===== src/logic/cmr_pkg.sv =====
// Constants for the comparator status and reference register bank.
// Assumes a single 250 MHz clock and a plain strobe register port.
//
// Behaviour
// RULE_01 - Comparator two status bit follows polarity
// RULE_02 - Comparator one status bit follows polarity
// RULE_03 - Event flags mirror control register, never stored
// RULE_04 - Output flags mirror control register result bit
// RULE_05 - Alternate source needs an enabled comparator
// RULE_06 - Identifier is 24-bit read-only, writes ignored
// RULE_07 - Reference fields hold, reset zero, gaps zero
package cmr_pkg;

    // ========================================
    // Bus geometry
    localparam int          ADDR_W       = 8;
    localparam int          DATA_W       = 32;
    localparam int          NUM_CMP      = 2;

    // ========================================
    // Register offsets (byte addresses)
    localparam logic [7:0]  OFS_STATUS   = 8'h00;
    localparam logic [7:0]  OFS_REFCTL   = 8'h04;
    localparam logic [7:0]  OFS_IDENT    = 8'h08;
    localparam logic [7:0]  OFS_IRQ_STS  = 8'h0C;
    localparam logic [7:0]  OFS_IRQ_CLR  = 8'h10;
    localparam logic [7:0]  OFS_IRQ_EN   = 8'h14;

    // ========================================
    // Status word layout
    localparam int          STS_OUT_LSB  = 0;
    localparam int          STS_EVT_LSB  = 8;

    // ========================================
    // Reference control layout
    localparam int          REF_LVL_LSB  = 0;
    localparam int          REF_SS_BIT   = 4;
    localparam int          REF_RR_BIT   = 5;
    localparam int          REF_OE1_BIT  = 6;
    localparam int          REF_EN_BIT   = 7;
    localparam int          REF_ISEL_BIT = 10;
    localparam int          REF_OE2_BIT  = 14;
    localparam logic [15:0] REF_WR_MASK  = 16'h44FF;
    localparam logic [15:0] REF_RESET    = 16'h0000;

    // ========================================
    // Identifier, value arbitrary
    localparam logic [23:0] IDENT_VALUE  = 24'h00A5C3;

endpackage


===== src/logic/cmr_cmp_if.sv =====
// Carries comparator results and event edges between sense and registers.
// Assumes both ends run on mclk.
`timescale 1ns/1ps
interface cmr_cmp_if;
    logic [1:0] result;
    logic [1:0] event_lvl;
    logic [1:0] event_rise;

    modport sense (output result, output event_lvl, output event_rise);
    modport regs  (input result, input event_lvl, input event_rise);
endinterface


===== src/logic/cmr_cmp_sense.sv =====
// Per-comparator result encoding and event edge detection.
// Assumes analog compare and event levels are synchronous to mclk.
`timescale 1ns/1ps
module cmr_cmp_sense (
    input  wire logic       mclk,
    input  wire logic       rst,
    input  wire logic [1:0] cmp_above,
    input  wire logic [1:0] output_polarity_invert,
    input  wire logic [1:0] comparator_event_flag,
    cmr_cmp_if.sense        cmp
);

    logic [1:0] evt_prev_ff;

    // ========================================
    // Per comparator
    genvar i;
    generate
        for (i = 0; i < 2; i++) begin : g_cmp
            // Polarity flips the sense of the result
            assign cmp.result[i] = cmp_above[i] ^
                                   output_polarity_invert[i]; // RULE_01
            assign cmp.event_rise[i] = comparator_event_flag[i] &
                                       ~evt_prev_ff[i];
        end
    endgenerate

    // Level passed through, not stored
    assign cmp.event_lvl = comparator_event_flag; // RULE_03

    always_ff @(posedge mclk or posedge rst) begin
        if (rst) begin
            evt_prev_ff <= 2'h0;
        end else begin
            evt_prev_ff <= comparator_event_flag;
        end
    end

endmodule


===== src/logic/cmr_regs.sv =====
// Register bank: comparator status, reference control, identifier, irq.
// Assumes a strobe master that never issues read and write together.
//
// Implementation choices: the register offsets and the strobed register port.
`timescale 1ns/1ps
module cmr_regs (
    input  wire logic        mclk,
    input  wire logic        rst,
    input  wire logic [7:0]  reg_addr,
    input  wire logic [31:0] reg_wdata,
    input  wire logic        reg_wr,
    input  wire logic        reg_rd,
    output logic      [31:0] reg_rdata,
    input  wire logic [1:0]  cmp_above,
    input  wire logic [1:0]  output_polarity_invert,
    input  wire logic [1:0]  comparator_event_flag,
    input  wire logic [1:0]  cmp_module_enabled,
    output logic      [1:0]  comparator_result_bit,
    output logic             reference_enable,
    output logic             reference_range_select,
    output logic             reference_source_select,
    output logic             reference_pin1_output_enable,
    output logic             reference_pin2_output_enable,
    output logic             reference_input_select,
    output logic      [3:0]  reference_level_field,
    output logic             reference_active,
    output logic             irq
);

    cmr_cmp_if cmp ();

    cmr_cmp_sense u_sense (
        .mclk                   (mclk),
        .rst                    (rst),
        .cmp_above              (cmp_above),
        .output_polarity_invert (output_polarity_invert),
        .comparator_event_flag  (comparator_event_flag),
        .cmp                    (cmp)
    );

    logic [15:0] ref_ff;
    logic [15:0] nxt_ref;
    logic [1:0]  irq_sts_ff;
    logic [1:0]  nxt_irq_sts;
    logic [1:0]  irq_en_ff;
    logic [1:0]  nxt_irq_en;
    logic [31:0] rdata_ff;
    logic [31:0] nxt_rdata;

    // ========================================
    // Address decode
    wire         hit_status = (reg_addr == cmr_pkg::OFS_STATUS);
    wire         hit_ref    = (reg_addr == cmr_pkg::OFS_REFCTL);
    wire         hit_ident  = (reg_addr == cmr_pkg::OFS_IDENT);
    wire         hit_ists   = (reg_addr == cmr_pkg::OFS_IRQ_STS);
    wire         hit_iclr   = (reg_addr == cmr_pkg::OFS_IRQ_CLR);
    wire         hit_ien    = (reg_addr == cmr_pkg::OFS_IRQ_EN);
    wire         wr_ref     = reg_wr & hit_ref;
    wire         wr_iclr    = reg_wr & hit_iclr;
    wire         wr_ien     = reg_wr & hit_ien;

    // ========================================
    // Status word, combinational mirror only
    wire [31:0]  status_word = {22'h0,
                                cmp.event_lvl,      // RULE_03
                                6'h0,
                                cmp.result};        // RULE_04 RULE_01 RULE_02

    // Identifier has no storage, so a write cannot touch it
    wire [31:0]  ident_word = {8'h00, cmr_pkg::IDENT_VALUE}; // RULE_06

    // ========================================
    // Reference control
    // Only implemented bits are stored; gaps stay zero on readback
    assign nxt_ref = wr_ref ? (reg_wdata[15:0] & cmr_pkg::REF_WR_MASK)
                            : ref_ff; // RULE_07

    // ========================================
    // Interrupt status: set wins over clear
    assign nxt_irq_sts = cmp.event_rise |
                         (irq_sts_ff & ~({2{wr_iclr}} & reg_wdata[1:0]));
    assign nxt_irq_en  = wr_ien ? reg_wdata[1:0] : irq_en_ff;

    // ========================================
    // Read mux; unmapped reads return zero
    wire [31:0]  rd_mux =
        hit_status ? status_word :
        hit_ref    ? {16'h0, ref_ff} :
        hit_ident  ? ident_word :
        hit_ists   ? {30'h0, irq_sts_ff} :
        hit_ien    ? {30'h0, irq_en_ff} : 32'h0;
    // Data valid only in the cycle after the strobe
    assign nxt_rdata = reg_rd ? rd_mux : 32'h0;

    always_ff @(posedge mclk or posedge rst) begin
        if (rst) begin
            ref_ff     <= cmr_pkg::REF_RESET; // RULE_07
            irq_sts_ff <= 2'h0;
            irq_en_ff  <= 2'h0;
            rdata_ff   <= 32'h0;
        end else begin
            ref_ff     <= nxt_ref;
            irq_sts_ff <= nxt_irq_sts;
            irq_en_ff  <= nxt_irq_en;
            rdata_ff   <= nxt_rdata;
        end
    end

    // ========================================
    // Outputs
    assign reg_rdata                    = rdata_ff;
    assign comparator_result_bit        = cmp.result;
    assign reference_level_field        = ref_ff[3:0];
    assign reference_source_select      = ref_ff[cmr_pkg::REF_SS_BIT];
    assign reference_range_select       = ref_ff[cmr_pkg::REF_RR_BIT];
    assign reference_pin1_output_enable = ref_ff[cmr_pkg::REF_OE1_BIT];
    assign reference_enable             = ref_ff[cmr_pkg::REF_EN_BIT];
    assign reference_input_select       = ref_ff[cmr_pkg::REF_ISEL_BIT];
    assign reference_pin2_output_enable = ref_ff[cmr_pkg::REF_OE2_BIT];
    // Alternate source is dead unless some comparator is on
    assign reference_active = reference_enable &
                              (~reference_source_select |
                               (|cmp_module_enabled)); // RULE_05
    assign irq = |(irq_sts_ff & irq_en_ff);
endmodule


===== config.mk =====
export PLATFORM = sky130hd
export DESIGN_NAME = cmr_regs
export DESIGN_NICKNAME = d
export VERILOG_FILES = /design/src/logic/cmr_pkg.sv /design/src/logic/cmr_cmp_if.sv /design/src/logic/cmr_cmp_sense.sv /design/src/logic/cmr_regs.sv
export SDC_FILE = /design/constraint.sdc
export NUM_CORES = 1
export LEC_CHECK = 0
export ABC_CLOCK_PERIOD_IN_PS = 1700
export BUFFER_PORTS_ARGS = -buffer_cell sky130_fd_sc_hd__buf_2
export CORE_MARGIN = 3
export CORE_UTILIZATION = 30
export DETAILED_ROUTE_END_ITERATION = 12
export HOLD_SLACK_MARGIN = 0.03
export MAX_ROUTING_LAYER = met4
export SETUP_SLACK_MARGIN = 0.5
export SLEW_MARGIN = 30
export SYNTH_ARGS = -nofsm -noshare
export SYNTH_HDL_FRONTEND = slang
export SYNTH_SLANG_ARGS = --single-unit
export TNS_END_PERCENT = 10

===== constraint.sdc =====
create_clock -name mclk -period 1.7 [get_ports mclk]
set_input_delay 0.17 -clock mclk [delete_from_list [all_inputs] [get_ports mclk]]
set_output_delay 0.17 -clock mclk [all_outputs]
set_load 0.05 [all_outputs]

# --- Word level (Yosys, flattened, before mapping) ---
# Index checks and enable logic that the tools add are counted.
classes:
  eq_ne: 5
  n_reduce_logical: 3
  n_mux: 6
  bitwise: 17
ops:
  columns: ["op", "count"]
  rows:
  - ["two-way mux 16 bit", 4]
  - ["equality test 8 x 4 -> 1 bit (second input constant)", 2]
  - ["equality test 8 x 5 -> 1 bit (second input constant)", 2]
  - ["equality test 8 x 3 -> 1 bit (second input constant)", 1]
  - ["zero test 8 bit", 1]
  - ["bitwise AND 1 bit", 6]
  - ["bitwise AND 2 bit", 3]
  - ["two-way mux 2 bit", 2]
  - ["OR reduction 2 bit", 2]
  - ["NOT 1 bit", 3]
  - ["NOT 2 bit", 1]
  - ["OR 2 bit", 1]
  - ["bitwise XOR 1 bit", 2]
  - ["OR 1 bit", 1]
totals:
  output_inout_bits: 46
  input_bits: 52
  ff_bits: 32
  elab_cells: 36

# --- Depth between registers and ports, before layout ---
# Gate-level depths: netlist (run 1).
logic_depth:
  ltp_word: 7
  ltp_mapped: 4
  ltp_nobuf: 4

# --- Hierarchy ---
# From an unflattened synthesis (run 1), not the netlist that was laid out.
unflattened:
  cells_unflattened: 119
  hier_area_um2: 1447.6
by_module_without_submodules:
  columns: ["module", "instances", "cells_each", "area_each_um2", "seq_area_each_um2"]
  rows:
  - ["cmr_regs", 1, 110, 1348.8, 675.6]
  - ["cmr_cmp_sense", 1, 9, 98.8, 50.0]

# --- Least setup slack after synthesis (run 1) ---
# Ideal clock, no wire load.
synth_timing:
  kind: "reg-to-output"
  startpoint: "reg ref_ff[7]"
  endpoint: "out reference_active"
  path_buffers: 0
  path_stages_with_launch: 2
  t_required_ns: 1.530
  arrival_time_ns: 1.841
  path_slack_ns: -0.311
  cell_sequence: "dfrtp_1 > a21boi_0"
synth_via:
  elab_chain_cells: 1
synth_lines:
  columns: ["item", "line_no", "text"]
  rows:
  - ["start: declaration", "cmr_regs.sv:41", "logic [15:0] ref_ff;"]
  - ["start signal: assignment", "cmr_regs.sv:97", "ref_ff <= cmr_pkg::REF_RESET;"]
  - ["start signal: assignment", "cmr_regs.sv:102", "ref_ff <= nxt_ref;"]
  - ["bitwise AND 1 bit", "cmr_regs.sv:121", "assign reference_active = reference_enable &"]
  - ["end: declaration", "cmr_regs.sv:26", "output logic reference_active,"]
# Every way passes these cells.

# --- Final worst setup path (run 1) ---
layout_timing:
  startpoint: "in reg_addr[1]"
  endpoint: "reg irq_sts_ff[0]"
layout_via:
  elab_chain_cells: 6
layout_lines:
  columns: ["item", "line_no", "text"]
  rows:
  - ["start: declaration", "cmr_regs.sv:9", "input wire logic [7:0] reg_addr,"]
  - ["equality test 8 x 5 -> 1 bit", "cmr_regs.sv:56", "wire hit_iclr = (reg_addr == cmr_pkg::OFS_IRQ_CLR);"]
  - ["bitwise AND 1 bit", "cmr_regs.sv:59", "wire wr_iclr = reg_wr & hit_iclr;"]
  - ["bitwise AND 2 bit", "cmr_regs.sv:81", "(irq_sts_ff & ~({2{wr_iclr}} & reg_wdata[1:0]));"]
  - ["NOT 2 bit", "cmr_regs.sv:81", null]
  - ["bitwise AND 2 bit", "cmr_regs.sv:81", null]
  - ["OR 2 bit", "cmr_regs.sv:80", "assign nxt_irq_sts = cmp.event_rise |"]
  - ["net nxt_irq_sts[0]", "cmr_regs.sv:44", "logic [1:0] nxt_irq_sts;"]
  - ["end signal: assignment", "cmr_regs.sv:103", "irq_sts_ff <= nxt_irq_sts;"]
  - ["end: declaration", "cmr_regs.sv:43", "logic [1:0] irq_sts_ff;"]
# The timed path passes the listed nets, and every way through them passes these cells.
# A chain may end at the register's enable or synchronous reset.

==> results of run 1 <==
==> worst max-delay path by stage <==
| stage | start | to | slack [ps] | depth (start not counted) |
|---|---|---|---|---|
| floorplan | reg_addr[1] | reg_rdata[1] | 450 | 4 |
| global placement | reg_addr[1] | reg_rdata[1] | 220 | 5 |
| detailed placement | reg_addr[1] | reg_rdata[1] | 250 | 5 |
| CTS | irq_sts_ff[1] | irq | 460 | 2 |
| global route | reg_addr[1] | irq_sts_ff[0] | 420 | 5 |
| finish | reg_addr[1] | irq_sts_ff[0] | 450 | 5 |
==> per-layer routing <==
metal | wire (microns) | GRT usage (%) | up-vias | share of wire [%]
met3 | 384 | 4.19 | 6 | 12
met4 | 67 | 5.03 | 0 | 2.1
met2 | 1640 | 19.9 | 65 | 51
met1 | 1150 | 12.7 | 520 | 36
met5 | 0 | - | - | 0
li1 | - | - | 519 | -
==> layout by cell type, fill, tap and decap left out, types with 2 or more instances in the layout <==
cell type,instances
nor3_2,3
nand2b_1,2
mux2_2,14
buf_4,8
dlygate4sd3_1,2
xor2_2,2
clkbuf_1,2
conb_1,18
o21ai_0,4
nand2_1,10
clkbuf_8,6
nor3_1,3
dfrtp_1,28
a21oi_1,6
and2_1,5
buf_2,55
inv_1,5
nor2_1,6
a22o_1,2
==> sequential cells by signal (all words and copies together), names as in the netlist <==
register,count
ref_ff,10
reg_rdata,13
irq_sts_ff,2
u_sense.evt_prev_ff,2
irq_en_ff,2
==> per-stage QoR <==
| step | cell area, sq um | hold slack, ps | setup WS (ps) | cells |
|---|---|---|---|---|
| floorplan | 1490 | 201 | 455 | 140 |
| global placement | 1720 | 244 | 221 | 234 |
| detailed placement | 1720 | 237 | 245 | 234 |
| CTS | 1860 | 53.6 | 459 | 247 |
| global route | 1870 | 49.1 | 419 | 247 |
| finish | 1870 | 67.2 | 454 | 247 |
==> what timing repair did <==
| action | in CTS | in global routing |
|---|---|---|
| hold buffers | 2 | 0 |
| endpoints found under the hold margin | 14 | 0 |
| setup buffers | 3 | 0 |
| endpoints found under the setup margin | 4 | 8 |
| resized for setup | 3 | 1 |
==> where the power goes <==
group          leakage, nW  total (mW)  internal (mW)  switching (mW)
Clock               0.0455       0.560          0.329           0.231
Combinational        0.562       0.319         0.0806           0.238
Sequential           0.386       0.720          0.708          0.0123
==> cell type report <==
type / count / area, sq um
Fill cell: 428 / 2540
Tap cell: 52 / 65.1
Timing Repair Buffer: 66 / 367
Sequential cell: 29 / 727
Inverter: 5 / 18.8
Multi-Input combinational cell: 87 / 602
Clock buffer: 8 / 90.1
==> cell families (layout without fill, tap and decap cells) <==
kind of cell	after synthesis	after routing	synth area share [%]
AOI/OAI and AO/OA	16	16	7.00
xor gates and xnor gates	2	2	1.26
muxes	14	14	11.3
DFF	29	29	52.1
buffers and inverters	24	79	11.6
and+or+nand+nor	37	37	16.5
other	1	18	0.269
==> impl_metrics.ini, run 1 <==
[run_status]
status = finished clean

[logic_synthesis]
synth_edf_count = 0
synthTopCellsByArea = dfrtp_1 (52%), mux2_2 (11%), buf_4 (10%), nand2_1 (2.7%), and2_1 (2.2%)
syn-instance-count = 123
yosysWarnings = 0
synth_top_flop_cell = dfrtp_1
yosys.area.top_type = dfrtp_1
synth.most_common_cell = dfrtp_1
async_flop_share_pct = 100
synth_cell_types = 27
ys_top_cells_by_count = dfrtp_1 (29), buf_4 (19), mux2_2 (14)
synth_area_sq_um = 1390
synth_top_area_share_pct = 52.1
yosysSeqAreaShare_pct = 52.1
synth-seq-cells = 29
syn_avg_cell_area_sq_um = 11.3

[worst_setup_path]
required_ps = 1850
cp_top_family = simple AND/OR/NAND/NOR gates
critPathMaxFanout = 3
slowest_stage = or4_1
r2r_cells = 5
crit_type = in -> reg
crit_path_end_kind = flop
cp_slowest_stage_delay_ps = 620
timing.rr.start = irq_en_ff[1]
r2r_slack_ps = 640
path_buf_inv = 1
reg2reg_to = reg_rdata[1]
path_cells = buf_2, or4_1, nor3_2, nand2_1, a22o_1
worstSetupStartpointType = input pin
worstPathArrival_ps = 1400

[hold_path]
hp-start = comparator_event_flag[0]
holdPathEnd = u_sense.evt_prev_ff[0]
hold_path_depth = 1
hp-class = in -> reg

[run]
maxCapViolations = 0

[detailed_routing]
num_vias = 1110
ant_nets = 0
drc = 0
drt_wl_total_mm = 3.24
detail_route.wl_per_cell_microns = 13.1
drtPass1Iterations = 4
vias_per_cell = 4.49
drt_iter0_markers = 74

[power_and_ir_drop]
p_leak_nw = 0.994
fin_total_pwr_mw = 1.60
vdd_drop_max_mv = 0.314
p_per_area_nw_per_um2 = 855

[sta]
hold_violations = 0
slew_headroom_pct = 64.2
min_period_ps = 1250
finalClockSkew_ps = 3.60
finalMaxSlewViolations = 0
fmax_mhz = 802
worst_pin_slew_ps = 536
post-route-period-util_pct = 73.3
rsz0062_at_grt = yes
setup_viol = 0
fin_tns_setup_ps = 0

[final_layout]
drive_above_1_share_pct = 48.2
fin_nets = 246
areaGrowthSynthToFinish_pct = 34.1
antenna_cells = 0
post-route-util_pct = 42.3

[global_route]
antenna_found_initial = 0
overflow = 0
grt_start_max_net_pins = 16
grt_pass1_wl_mm = 4.67
grt_pass1_vias = 1015
grt_usage_pct = 11.9

[die]
initial_core_util_pct = 31.6
die_w_microns = 74.2
die_area_sq_um = 5500
core_sq_um = 4410
die_height_microns = 74.2
row_count = 24
num_io_pins = 98

[clocking]
clk_latency_ps = 270
cts_tree = yes
cts_buffer_depth = 2
cts.sink_count = 29
h-tree-depth = 2
clkTransAtPathRegs_ps = 50
cts_made_buffers = 5
cts_root_buf = clkbuf_8

[place]
portBuffers = 57
hpwl_mm = 2.45
gp_congestion = 0.764
No activity file was read; power rests on OpenSTA's default activity.
==> run 2: changes to the inputs <==
Settings changed: ABC_AREA set to 1, ABC_CLOCK_PERIOD_IN_PS 1700 to 1010.
Clock period 1.7 ns to 1.01 ns, I/O delays scaled along.
==> run 2 against run 1 <==
Effect of this change: the flow now finishes with violations (negative hold slack, negative setup slack); worst setup slack worse by 630 ps; final cell count rose by 20%; sequential share of layout area fell by 10 points; wire length rose by 17%; hold slack worse by 180 ps; global-route usage increased by 1.8 points; critical path type is now reg -> out.
==> impl_metrics.ini, run 2 <==
[clocking]
cts_root_buf = clkbuf_8
h-tree-depth = 2
cts_buffer_depth = 2
cts_tree = yes
clkTransAtPathRegs_ps = 60
clk_latency_ps = 280
cts_made_buffers = 5
cts.sink_count = 29

[logic_synthesis]
yosys.area.top_type = dfrtp_1
synth.most_common_cell = dfrtp_1
synthTopCellsByArea = dfrtp_1 (50%), buf_4 (9.9%), nand2_1 (6.5%), nor2_1 (6.5%), inv_1 (4.4%)
async_flop_share_pct = 100
synth-seq-cells = 29
yosysSeqAreaShare_pct = 50.3
synth_top_flop_cell = dfrtp_1
synth_cell_types = 23
synth_area_sq_um = 1440
yosysWarnings = 0
syn-instance-count = 165
ys_top_cells_by_count = dfrtp_1 (29), nand2_1 (25), nor2_1 (25)
synth_edf_count = 0
synth_top_area_share_pct = 50.3
syn_avg_cell_area_sq_um = 8.74

[worst_setup_path]
cp_num_cells = 2
slowest_stage = dfrtp_1
worstPathArrival_ps = 1090
r2r_cells = 5
required_ps = 910
path_cells = a22o_1, buf_6
cp_top_family = flip-flops
cp_slowest_stage_delay_ps = 390
crit_path_end_kind = output port
path_buf_inv = 1
crit_type = reg -> out
worstSetupStartpointType = flop
critPathMaxFanout = 2

[die]
die_height_microns = 75.3
initial_core_util_pct = 32.0
die_area_sq_um = 5670
num_io_pins = 98
core_sq_um = 4500
die_w_microns = 75.3
row_count = 24

[detailed_routing]
drt_wl_total_mm = 3.79
drtPass1Iterations = 4
drt_iter0_markers = 42
vias_per_cell = 4.29
num_vias = 1275
drc = 0
ant_nets = 0
detail_route.wl_per_cell_microns = 12.8

[run_status]
violations = negative hold slack, negative setup slack
status = finished with violations

[place]
dpl.cell_count = 283
portBuffers = 57
hpwl_mm = 2.57
gp_congestion = 0.829
pre_cts_slack_ps = -158

[final_layout]
layout_commonest_cell = buf_6
drive_above_1_share_pct = 62.4
final_cell_mix = buf_6 (37), dfrtp_1 (25), conb_1 (18), buf_2 (18), nor2_1 (14)
stdcell_count = 297
seqCellArea_sq_um = 731
antenna_cells = 0
areaGrowthSynthToFinish_pct = 77.8
largest_reg_flops = 13
multi_input_area_sq_um = 835
fill_cells = 380
fin_nets = 296

[sta]
setup_viol = 2
hold_violations = 31
rsz0062_at_grt = yes
setup_ws_ps = -179
holdWs_ps = -112
finalMaxSlewViolations = 0
finalClockSkew_ps = 3.45
fmax_mhz = 841
min_period_ps = 1190
post-route-period-util_pct = 118

[power_and_ir_drop]
fin_total_pwr_mw = 2.90
vdd_drop_max_mv = 0.423
p_leak_nw = 1.23
p_per_area_nw_per_um2 = 1130

[hold_path]
hp-class = in -> async

[global_route]
grt_start_max_net_pins = 30
grt_pass1_vias = 1257
grt_pass1_wl_mm = 5.58
antenna_found_initial = 0
grt_usage_pct = 13.7
overflow = 0

[run]
maxCapViolations = 0
[run 2: layout make-up]
type                            count  share of cell area (%)
Multi-Input combinational cell    113                    32.6
Clock buffer                        8                    3.12
Tap cell                           52                    2.54
Inverter                           20                    4.39
Timing Repair Buffer               75                    28.9
Sequential cell                    29                    28.5
[run 2: worst paths after layout]
| check | slack, ps | start | end |
|---|---|---|---|
| setup reg to reg | 60 | irq_sts_ff[0] | reg_rdata[0] |
| hold / removal | -110 | rst | reg_rdata[2] |
| hold reg to reg | 410 | u_sense.evt_prev_ff[1] | irq_sts_ff[1] |
| setup / recovery | -180 | irq_sts_ff[0] | irq |
| min in group mclk | -60 | comparator_event_flag[0] | u_sense.evt_prev_ff[0] |
| max in group asynchronous | 840 | rst | ref_ff[4] |
[run 2: per-layer routing]
layer	up-vias	part of all wire, %	GRT usage, %
li1	640	-	-
met1	583	40	16.5
met2	46	52	21.1
met3	6	7.1	5.54
met4	0	1.1	4.08
met5	-	0	-
[run 2: what timing repair did]
item                       4_1_cts  5_1_grt
pin swaps                       47       43
setup endpoints to repair       55       55
setup buffers                    5        1
hold endpoints to repair        31       31
gates resized for setup        130       35
[run 2: tightest hold or removal path, cell delays in order]
cell and delay, ps:
buf_2 100, inv_1 40, buf_4 330
[run 2: logic make-up after synthesis]
kind of cell	synth area share, %
AO/OA/AOI/OAI	8.42
XOR/XNOR	1.22
buffers and inverters	16.2
other	0.260
AND/OR/NAND/NOR	23.5
flip-flops	50.3
[run 2: power by group]
part | leakage [nW] | internal, mW | total [mW] | switching, mW
Combinational | 0.828 | 0.275 | 0.788 | 0.513
Sequential | 0.365 | 1.20 | 1.23 | 0.0313
Clock | 0.0395 | 0.487 | 0.882 | 0.395
Total | 1.23 | 1.96 | 2.90 | 0.939
[run 2: metrics by stage]
stage	setup TNS [ps]	util [%]	instance area [sq um]
after floorplan	-15.4	-	1590
after global placement	-1180	41.6	1870
after detailed placement	-1460	41.6	1870
final	-270	56.9	2560
after CTS	-266	53.7	2420
after global routing	-342	56.9	2560
